File: config.mk
export PLATFORM = sky130hd
export DESIGN_NAME = core_special_register_file
export DESIGN_NICKNAME = d
export VERILOG_FILES = /design/src/verilog/sfr_pkg.sv /design/src/verilog/core_special_register_file.sv
export SDC_FILE = /design/constraint.sdc
export NUM_CORES = 1
export LEC_CHECK = 0
export BUFFER_PORTS_ARGS = -buffer_cell sky130_fd_sc_hd__clkbuf_2
export CAP_MARGIN = 20
export CELL_PAD_IN_SITES_DETAIL_PLACEMENT = 1
export CELL_PAD_IN_SITES_GLOBAL_PLACEMENT = 2
export CORE_MARGIN = 5
export CORE_UTILIZATION = 34
export CTS_BUF_LIST = sky130_fd_sc_hd__clkbuf_8
export DETAILED_ROUTE_END_ITERATION = 16
export GPL_TIMING_DRIVEN = 0
export PLACE_DENSITY = 0.81
export SLEW_MARGIN = 20
export SYNTH_ARGS = -nofsm -noshare
export SYNTH_HDL_FRONTEND = slang
export SYNTH_SLANG_ARGS = --single-unit
File: constraint.sdc
create_clock -name CLK -period 2.7 [get_ports CLK]
set_input_delay 0.27 -clock CLK [delete_from_list [all_inputs] [get_ports CLK]]
set_output_delay 0.27 -clock CLK [all_outputs]
set_load 0.005 [all_outputs]
File: src/verilog/sfr_pkg.sv
package sfr_pkg;
  // register addresses
  localparam logic [5:0] ADDR_WINDOW  = 6'h00;
  localparam logic [5:0] ADDR_TIMER   = 6'h01;
  localparam logic [5:0] ADDR_PCL     = 6'h02;
  localparam logic [5:0] ADDR_STATUS  = 6'h03;
  localparam logic [5:0] ADDR_PTR     = 6'h04;
  localparam logic [5:0] ADDR_PORT_A_DATA   = 6'h05;
  localparam logic [5:0] ADDR_PORT_B_DATA   = 6'h06;
  localparam logic [5:0] ADDR_CHIP_CONTROL = 6'h07;
  localparam logic [5:0] ADDR_WAKE    = 6'h0B;
  localparam logic [5:0] ADDR_CPER    = 6'h0C;
  localparam logic [5:0] ADDR_CHIGH   = 6'h0D;
  localparam logic [5:0] ADDR_KEY     = 6'h0E;
  localparam logic [5:0] ADDR_CSEL    = 6'h0F;
  // status bit positions
  localparam int ST_C  = 0;
  localparam int ST_DC = 1;
  localparam int ST_Z  = 2;
  localparam int ST_PD = 3;
  localparam int ST_TO = 4;
  // chip control bit positions
  localparam int CC_CARRIER_GEN_ENABLE  = 0;
  localparam int CC_CARRIER_PIN_ENABLE = 2;
  localparam int CC_HW_KEYSCAN_ENABLE = 3;
  localparam int CC_LVD   = 6;
  localparam int CC_WDT   = 7;
  localparam logic [7:0] CC_MASK     = 8'hCD;
  localparam logic [7:0] PTR_TOP     = 8'hC0;
  localparam logic [7:0] PORT_MASK   = 8'h3F;
  localparam logic [7:0] CSEL_MASK   = 8'h0F;
  localparam logic [7:0] STATUS_RST  = 8'h18;
  localparam logic [8:0] PC_RESET    = 9'h1FF;
  localparam logic [7:0] ZERO8       = 8'h00;
  localparam logic [7:0] PRESC_RST   = 8'hFF;
  // pc operation codes from the datapath
  typedef enum logic [2:0] {
    PC_STEP = 3'h0,
    PC_JUMP = 3'h1,
    PC_CALL = 3'h2,
    PC_RET  = 3'h3,
    PC_HOLD = 3'h4
  } pc_op_t;
  // one register access from the datapath
  typedef struct packed {
    logic       wr;
    logic [5:0] addr;
    logic [7:0] wdata;
  } sfr_acc_t;
  // flag update from the alu
  typedef struct packed {
    logic upd_c;
    logic upd_dc;
    logic upd_z;
    logic c;
    logic dc;
    logic z;
  } alu_flags_t;
  // carry and half carry of a + b + cin
  function automatic logic [1:0] add_flags(input logic [7:0] a,
                                            input logic [7:0] b,
                                            input logic       cin);
    logic [8:0] full;
    logic [4:0] low;
    full = {1'b0, a} + {1'b0, b} + {8'h00, cin};
    low  = {1'b0, a[3:0]} + {1'b0, b[3:0]} + {4'h0, cin};
    return {full[8], low[4]};
  endfunction
endpackage

File: src/verilog/core_special_register_file.sv
`timescale 1ns/1ps
module core_special_register_file
  import sfr_pkg::*;
#(
  parameter int PORT_W = 6
)(
  input  wire logic                CLK,
  input  wire logic                RST_N,
  input  wire sfr_pkg::sfr_acc_t   ACC,
  output      logic [7:0]          RDATA,
  input  wire sfr_pkg::alu_flags_t FLAGS,
  input  wire sfr_pkg::pc_op_t     PC_OP,
  input  wire logic [8:0]          PC_TARGET,
  output      logic [8:0]          PC,
  output      logic [5:0]          GPR_ADDR,
  output      logic                GPR_WR,
  input  wire logic [7:0]          GPR_RDATA,
  input  wire logic                CLEAR_WATCHDOG_INSTR_INSTR,
  input  wire logic                SLEEP_INSTR,
  input  wire logic                WDT_OVERFLOW,
  input  wire logic                TIMER_SRC_SEL,
  input  wire logic                TIMER_EDGE_SEL,
  input  wire logic                PRESCALER_ASSIGN,
  input  wire logic                PRESCALE_TICK,
  output      logic                PRESCALER_CLEAR,
  input  wire logic [PORT_W-1:0]   PORT_A_PINS,
  input  wire logic [PORT_W-1:0]   PORT_B_PINS,
  output      logic [PORT_W-1:0]   PORT_A_LATCH,
  output      logic [PORT_W-1:0]   PORT_B_LATCH,
  output      logic                WAKE_EVENT,
  output      logic                IR_CARRIER,
  output      logic                IR_PIN,
  input  wire logic                KEYBOARD_TYPE_SELECT,
  output      logic                KEYSCAN_ACTIVE,
  output      logic                WATCHDOG_ENABLE,
  output      logic                LOW_VOLTAGE_DETECT_ENABLE,
  input  wire logic [7:0]          KEY_CODE_IN,
  input  wire logic [3:0]          CUSTOM_CODE_IN
);
  import sfr_pkg::*;

  initial if (PORT_W != 6) $error("PORT_W must be 6");

  logic [7:0]        tmr_r, ptr_r, status_r, cc_r, wake_r;
  logic [7:0]        cper_r, chigh_r, ccnt_r;
  logic [8:0]        pc_r, stk0_r, stk1_r;
  logic [PORT_W-1:0] pa_r, pb_r, pa_s1, pa_s2, pb_s1, pb_s2, pb_old_r;
  logic              car_r, car_old_r;

  // window redirect; pointer zero turns the access into a no-op
  // window redirect
  wire [5:0] eff_addr  = (ACC.addr == ADDR_WINDOW) ? ptr_r[5:0] : ACC.addr;
  wire       via_win   = (ACC.addr == ADDR_WINDOW);
  wire       null_acc  = via_win && (ptr_r[5:0] == ADDR_WINDOW);
  wire       wr_ok     = ACC.wr && !null_acc;
  wire       wr_tmr    = wr_ok && (eff_addr == ADDR_TIMER);
  wire       wr_pcl    = wr_ok && (eff_addr == ADDR_PCL);
  wire       wr_stat   = wr_ok && (eff_addr == ADDR_STATUS);
  wire       wr_ptr    = wr_ok && (eff_addr == ADDR_PTR);
  wire       is_sfr    = (eff_addr <= ADDR_CSEL) && (eff_addr != 6'h08)
                         && (eff_addr != 6'h09) && (eff_addr != 6'h0A);

  assign GPR_ADDR = eff_addr;
  assign GPR_WR   = wr_ok && !is_sfr;

  // pin synchronisers; only the second stage is read
  always_ff @(posedge CLK or negedge RST_N)
    if (!RST_N)
    begin
      pa_s1 <= '0; pa_s2 <= '0; pb_s1 <= '0; pb_s2 <= '0;
    end
    else
    begin
      pa_s1 <= PORT_A_PINS; pa_s2 <= pa_s1;
      pb_s1 <= PORT_B_PINS; pb_s2 <= pb_s1;
    end

  // read mux
  always_comb
  begin
    RDATA = ZERO8;
    if (!null_acc)
      unique case (eff_addr)
        ADDR_TIMER:   RDATA = tmr_r;
        ADDR_PCL:     RDATA = pc_r[7:0];
        ADDR_STATUS:  RDATA = status_r;
        ADDR_PTR:     RDATA = ptr_r | PTR_TOP;
        ADDR_PORT_A_DATA:   RDATA = {2'b00, pa_s2};
        ADDR_PORT_B_DATA:   RDATA = {2'b00, pb_s2};
        ADDR_CHIP_CONTROL: RDATA = cc_r & CC_MASK;
        ADDR_KEY:     RDATA = KEY_CODE_IN;
        ADDR_CSEL:    RDATA = {4'h0, CUSTOM_CODE_IN} & CSEL_MASK;
        ADDR_WAKE, ADDR_CPER, ADDR_CHIGH: RDATA = ZERO8; // write-only
        default:      RDATA = is_sfr ? ZERO8 : GPR_RDATA;
      endcase
  end

  // timer clock select and edge detection of carrier
  // source and edge
  wire car_edge  = TIMER_EDGE_SEL ? (car_old_r && !car_r)
                                  : (!car_old_r && car_r);
  wire raw_tick  = TIMER_SRC_SEL ? car_edge : 1'b1;
  // without prescaler the raw tick counts; with it, the prescaler output
  wire tmr_tick  = PRESCALER_ASSIGN ? raw_tick : (raw_tick && PRESCALE_TICK);
  assign PRESCALER_CLEAR = wr_tmr && !PRESCALER_ASSIGN;

  // timer count; a write wins over an increment
  always_ff @(posedge CLK or negedge RST_N)
    if (!RST_N)
      tmr_r <= ZERO8;
    else if (wr_tmr)
      tmr_r <= ACC.wdata;
    else if (tmr_tick)
      tmr_r <= tmr_r + 8'h01;

  // program counter and two-entry stack
  wire [8:0] pc_inc = pc_r + 9'h001;
  logic [8:0] pc_nxt;
  always_comb
  begin
    pc_nxt = pc_r;
    unique case (PC_OP)
      PC_STEP: pc_nxt = pc_inc;
      PC_JUMP: pc_nxt = PC_TARGET;
      PC_CALL: pc_nxt = PC_TARGET;
      PC_RET:  pc_nxt = stk0_r;
      PC_HOLD: pc_nxt = pc_r;
      default: pc_nxt = pc_r;
    endcase
    if (wr_pcl)
      pc_nxt = {1'b0, ACC.wdata};
  end

  always_ff @(posedge CLK or negedge RST_N)
    if (!RST_N)
    begin
      pc_r <= PC_RESET; stk0_r <= '0; stk1_r <= '0;
    end
    else
    begin
      pc_r <= pc_nxt;
      if (PC_OP == PC_CALL)
      begin
        stk0_r <= pc_inc; stk1_r <= stk0_r;
      end
      else if (PC_OP == PC_RET)
        stk0_r <= stk1_r;
    end
  assign PC = pc_r;

  // status: alu flags override writes; reset flags follow instructions
  logic [7:0] st_nxt;
  always_comb
  begin
    st_nxt = status_r;
    if (wr_stat)
      st_nxt[7:5] = ACC.wdata[7:5];
    if (wr_stat && !FLAGS.upd_c)  st_nxt[ST_C]  = ACC.wdata[ST_C];
    if (wr_stat && !FLAGS.upd_dc) st_nxt[ST_DC] = ACC.wdata[ST_DC];
    if (wr_stat && !FLAGS.upd_z)  st_nxt[ST_Z]  = ACC.wdata[ST_Z];
    if (FLAGS.upd_c)  st_nxt[ST_C]  = FLAGS.c;
    if (FLAGS.upd_dc) st_nxt[ST_DC] = FLAGS.dc;
    if (FLAGS.upd_z)  st_nxt[ST_Z]  = FLAGS.z;
    if (CLEAR_WATCHDOG_INSTR_INSTR) st_nxt[ST_PD] = 1'b1;
    else if (SLEEP_INSTR) st_nxt[ST_PD] = 1'b0;
    // expiry flag; overflow is the event, so it wins
    if (WDT_OVERFLOW) st_nxt[ST_TO] = 1'b0;
    else if (CLEAR_WATCHDOG_INSTR_INSTR || SLEEP_INSTR) st_nxt[ST_TO] = 1'b1;
  end

  always_ff @(posedge CLK or negedge RST_N)
    if (!RST_N) status_r <= STATUS_RST;
    else        status_r <= st_nxt;

  // plain control registers
  always_ff @(posedge CLK or negedge RST_N)
    if (!RST_N)
    begin
      ptr_r <= PTR_TOP; pa_r <= '0; pb_r <= '0; cc_r <= ZERO8;
      wake_r <= ZERO8; cper_r <= ZERO8; chigh_r <= ZERO8;
    end
    else if (wr_ok)
    begin
      if (wr_ptr) ptr_r <= ACC.wdata | PTR_TOP;
      if (eff_addr == ADDR_PORT_A_DATA) pa_r <= ACC.wdata[PORT_W-1:0];
      if (eff_addr == ADDR_PORT_B_DATA) pb_r <= ACC.wdata[PORT_W-1:0];
      if (eff_addr == ADDR_CHIP_CONTROL) cc_r <= ACC.wdata & CC_MASK;
      if (eff_addr == ADDR_WAKE) wake_r <= ACC.wdata & PORT_MASK;
      if (eff_addr == ADDR_CPER) cper_r <= ACC.wdata;
      if (eff_addr == ADDR_CHIGH) chigh_r <= ACC.wdata;
    end
  assign PORT_A_LATCH = pa_r;
  assign PORT_B_LATCH = pb_r;
  assign WATCHDOG_ENABLE = cc_r[CC_WDT];
  assign LOW_VOLTAGE_DETECT_ENABLE = cc_r[CC_LVD];
  assign KEYSCAN_ACTIVE = cc_r[CC_HW_KEYSCAN_ENABLE] && !KEYBOARD_TYPE_SELECT;

  // wake on enabled falling port B edges
  always_ff @(posedge CLK or negedge RST_N)
    if (!RST_N) pb_old_r <= '0;
    else        pb_old_r <= pb_s2;
  assign WAKE_EVENT = |(pb_old_r & ~pb_s2 & wake_r[PORT_W-1:0]);

  // carrier generator; high count below period is software's duty
  // divide by period
  wire [7:0] cnt_nxt = (ccnt_r + 8'h01 >= cper_r) ? ZERO8 : ccnt_r + 8'h01;
  always_ff @(posedge CLK or negedge RST_N)
    if (!RST_N)
    begin
      ccnt_r <= ZERO8; car_r <= 1'b0; car_old_r <= 1'b0;
    end
    else
    begin
      car_old_r <= car_r;
      if (!cc_r[CC_CARRIER_GEN_ENABLE])
      begin
        ccnt_r <= ZERO8; car_r <= 1'b0;
      end
      else
      begin
        ccnt_r <= cnt_nxt;
        car_r  <= (cnt_nxt < chigh_r);
      end
    end
  assign IR_CARRIER = car_r;
  assign IR_PIN = car_r && cc_r[CC_CARRIER_PIN_ENABLE];

  // checks
  chk_ptr_top: assert property (@(posedge CLK) disable iff (!RST_N)
    (ACC.addr == ADDR_PTR) |-> RDATA[7:6] == 2'b11)
    else $error("pointer top bits not ones");
  chk_null_win: assert property (@(posedge CLK) disable iff (!RST_N)
    null_acc |-> (RDATA == ZERO8 && !GPR_WR))
    else $error("null window access leaked");
  chk_pcl_clr: assert property (@(posedge CLK) disable iff (!RST_N)
    wr_pcl |=> PC == {1'b0, $past(ACC.wdata)})
    else $error("pc low write wrong");
  chk_call_ret: assert property (@(posedge CLK) disable iff (!RST_N)
    (PC_OP == PC_CALL && !wr_pcl) ##1 (PC_OP == PC_RET && !wr_pcl)
      |=> PC == $past(PC, 2) + 9'h001)
    else $error("return address wrong");
  chk_jump_pc: assert property (@(posedge CLK) disable iff (!RST_N)
    (PC_OP == PC_JUMP && !wr_pcl) |=> PC == $past(PC_TARGET))
    else $error("jump target wrong");
  chk_to_flag: assert property (@(posedge CLK) disable iff (!RST_N)
    WDT_OVERFLOW |=> !status_r[ST_TO])
    else $error("expiry flag not cleared");
  chk_pd_flag: assert property (@(posedge CLK) disable iff (!RST_N)
    (SLEEP_INSTR && !CLEAR_WATCHDOG_INSTR_INSTR) |=> !status_r[ST_PD])
    else $error("powerdown flag not cleared");
  chk_presc_clr: assert property (@(posedge CLK) disable iff (!RST_N)
    PRESCALER_CLEAR |-> (!PRESCALER_ASSIGN && ACC.wr))
    else $error("spurious prescaler clear");
  chk_key_mode: assert property (@(posedge CLK) disable iff (!RST_N)
    KEYBOARD_TYPE_SELECT |-> !KEYSCAN_ACTIVE)
    else $error("key scan outside T-type");
  chk_carrier_off: assert property (@(posedge CLK) disable iff (!RST_N)
    !cc_r[CC_CARRIER_GEN_ENABLE] |=> !IR_CARRIER)
    else $error("carrier on while disabled");
  chk_tmr_write: assert property (@(posedge CLK) disable iff (!RST_N)
    wr_tmr |=> tmr_r == $past(ACC.wdata))
    else $error("timer write lost");
endmodule // core_special_register_file

Yosys cells after proc, flatten, opt, wreduce, memory -nomap -nowiden
Index checks and enable logic that the tools add are counted.
- add/subtract/negate cells: 3
- $lt $le $gt $ge: 3
- equal/unequal tests: 18
- multiplexer cells: 26
- bitwise operators: 3
- reductions and logical operators: 50
- operators by type and width (kind ; count):
    case mux 8 bit (10 select lines) ; 1
    2-to-1 mux 8 bit ; 6
    == test 6 x 4 -> 1 bit, second input constant ; 5
    2-to-1 mux 9 bit ; 3
    case mux 9 bit (3 select lines) ; 1
    == test 6 x 3 -> 1 bit, second input constant ; 4
    logical AND 1 bit ; 19
    inequality test 6 x 4 -> 1 bit, second input constant ; 3
    adder 8 x 1 -> 8 bit, second input constant ; 2
    2-to-1 mux 1 bit ; 14
    AND reduction 2 bit ; 7
    nonzero test 2 bit ; 7
    AND 6 bit ; 2
    == test 6 x 2 -> 1 bit, second input constant ; 2
    zero test 6 bit ; 2
    adder 9 x 1 -> 9 bit, second input constant ; 1
    zero test 1 bit ; 9
    >= comparator 8 bit ; 1
    less-than comparator 8 bit ; 1
    == test 3 x 2 -> 1 bit, second input constant ; 2
    == test 6 x 1 -> 1 bit, second input constant ; 1
    <= comparator 6 x 4 -> 1 bit, second input constant ; 1
    2-to-1 mux 6 bit ; 1
    inverter 6 bit ; 1
    other kinds (7) ; 7
- register bits after elaboration: 128
- bits of input ports: 75
- output and inout bits: 43
- logic and storage cells: 128

Longest topological paths before layout
- depth after elaboration: 9
- gate-level depth with buffers: 16
- gate-level depth less buffers: 16

Least setup slack after synthesis
No wires, ideal clock.
- path kind: register to register
- start point: reg ccnt_r[0]
- end point: reg car_r, in the netlist IR_CARRIER
- setup time: 0.088 ns
- arrival time: 2.867 ns
- required time: 2.612 ns
- setup slack: -0.255 ns
- cell stages (with the launch flop): 16
- path buffers: 0
- clock period less this slack: 2.955 ns
- path through: dfrtp_1 -> ha_1 -> nand3_1 -> nor2_1 -> xnor2_1 -> inv_1 -> ha_1 -> nand2_1 -> nor2_1 -> o21ai_0 -> o21ai_1 -> nor2_1 -> ha_1 -> a21o_1 -> a211o_1 -> nor3b_1
- longest elaborated chain between the ends: 5
- RTL lines (element ; RTL line ; text):
    start: declaration ; core_special_register_file.sv:45 ; logic [7:0] cper_r, chigh_r, ccnt_r;
    start signal: assignment ; core_special_register_file.sv:221 ; ccnt_r <= cnt_nxt;
    adder 8 x 1 -> 8 bit * ; core_special_register_file.sv:206 ; wire [7:0] cnt_nxt = (ccnt_r + 8'h01 >= cper_r) ? ZERO8 : ccnt_r + 8'h01;
    >= comparator 8 bit ; core_special_register_file.sv:206 ;
    2-to-1 mux 8 bit * ; core_special_register_file.sv:206 ;
    less-than comparator 8 bit * ; core_special_register_file.sv:222 ; car_r <= (cnt_nxt < chigh_r);
    2-to-1 mux 1 bit * ; core_special_register_file.sv:215 ; if (!cc_r[CC_CARRIER_GEN_ENABLE])
    end signal: assignment ; core_special_register_file.sv:222 ;
    end: declaration ; core_special_register_file.sv:48 ; logic car_r, car_old_r;
Every way passes the cells marked *; elsewhere a longest branch is shown, timed or not.
A chain may end at the register's enable or synchronous reset.

Worst setup path in the final report
- start point: reg ccnt_r[1]
- end point: reg car_r, in the netlist IR_CARRIER
Same word-level chain as after synthesis.

==> flow_metrics.env <==
export IMPL_status="complete, but fails checks"
export IMPL_violations="setup timing"
export IMPL_setup_viol=1
export IMPL_area_growth_pct=33.7
export IMPL_period_minus_slack_ns=3.05
export IMPL_ir_drop_mv=0.387
export IMPL_max_cap_violations=0
export IMPL_drtIter0Drc=210
export IMPL_cp_required_ns=3.07
export IMPL_ys_async_sr_fraction=1.00
export IMPL_final_instance_count_excl_fill=1066
export IMPL_core_area_um2=19400
export IMPL_port_buffers=106
export IMPL_antennaDiodeCount=0
export IMPL_cp_start_kind="flip-flop"
export IMPL_fin_util=0.460
export IMPL_htreeDepth=4
export IMPL_layout_nets=881
export IMPL_dieArea_um2=22500
export IMPL_whs_endpoint="status_r[0]$_DFFE_PN0P_"
export IMPL_clock_sinks=128
export IMPL_max_freq_mhz=328
export IMPL_synth_seq_area_share=0.482
export IMPL_grt_pass1_wl_mm=32.8
export IMPL_cp_data_arrival_time_ns=3.42
export IMPL_worst_pin_slew_ns=0.950
export IMPL_final_period_utilization=1.13
export IMPL_ff2ff_setup_slack_ns=-0.35
export IMPL_die_w_um=150
export IMPL_clockBufferDepth=2
export IMPL_ant_nets=0
export IMPL_min_delay_start="FLAGS[2]"
export IMPL_slew_viol_final=0
export IMPL_placed_cells=977
export IMPL_chipHeight_um=150
export IMPL_critPathMaxFanout=6
export IMPL_rsz0062_at_grt="true"
export IMPL_clk_pin_slew_ns=0.09
export IMPL_syn_area_um2=6670
export IMPL_final_common_cell="dfrtp_1"
export IMPL_crit_type="reg2reg"
export IMPL_num_vias=5422
export IMPL_synth_edf_count=0
export IMPL_fillers=2170
export IMPL_grt_max_degree=81
export IMPL_max_stage_delay_ns=0.43
export IMPL_r2r_start="ccnt_r[1]$_DFF_PN0_"
export IMPL_core_rowCount=51
export IMPL_synthDistinctLibCells=73
export IMPL_synth_seq_cells=128
export IMPL_syn_area_per_cell_um2=11.0
export IMPL_cts_tree="yes"
export IMPL_antenna_found_initial=0
export IMPL_p_per_area_nw_per_um2=604
export IMPL_drive_above_1_share=0.409
export IMPL_multiInputGateArea_um2=3640
export IMPL_first_global_vias=5965
export IMPL_synth_cells=605
export IMPL_start_util=0.344
export IMPL_finClkSkew_ns=0.0145
export IMPL_via_per_inst=5.09
export IMPL_ys_flop_type="dfrtp_1"
export IMPL_gp_congestion=0.828
export IMPL_ctsRootBufferMaster="clkbuf_8"
export IMPL_io_pins=118
export IMPL_numCtsBuffers=17
export IMPL_grt_overflow=0
export IMPL_crit_chain="and3_4, nand3_4, nor2_4, xnor2_4, inv_2, ha_4, nand2_4, nor2_2, a211oi_4, o21ai_4, buf_6, nor2_2, ha_1, and3_4, nand3_2, a21oi_2, nor3b_2"
export IMPL_r2r_cells=17
export IMPL_routedWlPerCell_um=20.0
export IMPL_fin_ws_ns=-0.352
export IMPL_dr_pass1_iters=5
export IMPL_hold_viol_final=0
export IMPL_whs_ns=0.0400
export IMPL_leakagePower_uw=0.00412
export IMPL_grt_total_usage=0.188
export IMPL_max_slew_margin=0.365
export IMPL_end_kind="flip-flop"
export IMPL_layout_common_cells="dfrtp_1 (110), clkbuf_2 (103), nand2_1 (50)"
export IMPL_route_detailed_drc=0
export IMPL_hold_path_class="in2reg"
export IMPL_drt_wl_total_mm=21.3
export IMPL_final_seq_area_um2=3230
export IMPL_dp_hpwl_mm=14.6
export IMPL_yosysWarningCount=0
export IMPL_slowest_stage="dfrtp_1"
export IMPL_r2r_end="IR_CARRIER$_DFF_PN0_"
export IMPL_syn_num_nets=698
export IMPL_hold_depth=3
export IMPL_clock_latency_ns=0.45
## cell usage after synthesis (3+ instances only)
cell	n	area (um2)
dfrtp_1	117	2930
nor2_1	54	203
nand2_1	52	195
a21oi_1	36	180
inv_1	33	124
mux2_2	28	315
o21ai_0	22	110
mux2_1	19	214
ha_1	18	225
a22oi_1	12	90.1
clkbuf_1	12	45.0
mux2_4	12	180
dfstp_2	11	289
mux2i_1	11	110
xnor2_1	10	87.6
xor2_1	10	87.6
a21o_1	8	60.1
nand4_1	8	50.1
nor2b_1	8	50.1
a211oi_1	7	52.6
nand3_1	7	35.0
nor3_4	7	114
nor3_1	6	30.0
a222oi_1	5	50.1
o21ai_1	5	25.0
o22ai_1	5	31.3
and3_1	4	25.0
buf_2	4	20.0
nand2_2	4	25.0
a211o_1	3	26.3
a221o_1	3	30.0
a221oi_1	3	26.3
and2_1	3	18.8
buf_6	3	33.8
nand2_4	3	33.8
nor2_4	3	33.8
o2bb2ai_1	3	26.3
## timing repair
action / in CTS / in global routing
hold endpoints to repair: 57 / 0
buffers inserted: 29 / 14
resized for setup: 46 / 38
endpoints found under the setup margin: 17 / 17
pin swaps: 27 / 33
hold buffers: 18 / 0
gates cloned: 0 / 1
## kinds of logic after synthesis
group,count (synthesis),share of synthesized area
compound gates,134,0.147
buf+inv,58,0.0379
flops,128,0.482
mux,70,0.123
simple gates,177,0.150
xor+xnor,20,0.0263
fa+ha+maj,18,0.0338
## worst max-delay path, delay by kind of cell (launching register included)
family                     cells  cell delay (ns)
adders and majority gates      2             0.50
DFF                            1             0.43
buffers and inverters          2             0.21
xor gates and xnor gates       1             0.14
AOI/OAI and AO/OA              3             0.47
and+or+nand+nor                9             1.23
## layer usage
layer,GRT usage,wire length (um),vias up
met3,0.0363,928,17
li1,-,-,2525
met2,0.328,10900,158
met1,0.241,9270,2722
met5,0,0,-
met4,0.0471,214,0
## worst max path at each step
stage / start / to / slack (ns) / depth (start not counted)
4_1_cts: ccnt_r[1]$_DFF_PN0_ / IR_CARRIER$_DFF_PN0_ / -0.29 / 15
5_1_grt: ccnt_r[0]$_DFF_PN0_ / IR_CARRIER$_DFF_PN0_ / -0.50 / 14
6_report: ccnt_r[1]$_DFF_PN0_ / IR_CARRIER$_DFF_PN0_ / -0.35 / 17
2_1_floorplan: ccnt_r[0]$_DFF_PN0_ / IR_CARRIER$_DFF_PN0_ / -0.06 / 15
3_5_place_dp: ccnt_r[0]$_DFF_PN0_ / IR_CARRIER$_DFF_PN0_ / -0.63 / 14
3_3_place_gp: RST_N / PORT_B_LATCH[0]$_DFFE_PN0P_ / -0.54 / 1
## layout make-up
cell class	instances	share of cell area
sequential	128	0.362
clock inverter	15	0.0163
clock buffer	17	0.0262
timing repair buffer	165	0.122
multi-input combinational	420	0.408
tap	265	0.0372
buffer	21	0.0133
inverter	35	0.0147
## state kept, by name, indices dropped and copies added (netlist names), 8 cells and up
| name | cells |
|---|---|
| cper_r | 8 |
| stk0_r | 9 |
| chigh_r | 8 |
| tmr_r | 8 |
| stk1_r | 9 |
| status_r | 8 |
| ccnt_r | 8 |
| PC | 9 |
## per-stage QoR
stage,setup TNS [ns],setup slack [ns],total power [uW],instance area [um2]
floorplan,-0.0645,-0.0645,3090,6700
global placement,-62.58,-0.543,3440,7570
detailed placement,-1.40,-0.626,3520,7600
CTS,-0.349,-0.288,5300,8660
global route,-0.652,-0.501,5680,8920
finish,-0.352,-0.352,5390,8920
## where the power goes
part / total, uW / leakage [uW] / switching [uW] / internal [uW]
clock: 1640 / 0.000185 / 885 / 753
sequential: 2510 / 0.00159 / 284 / 2220
combinational: 1250 / 0.00234 / 621 / 624
Power figures use the tool's default switching activity.
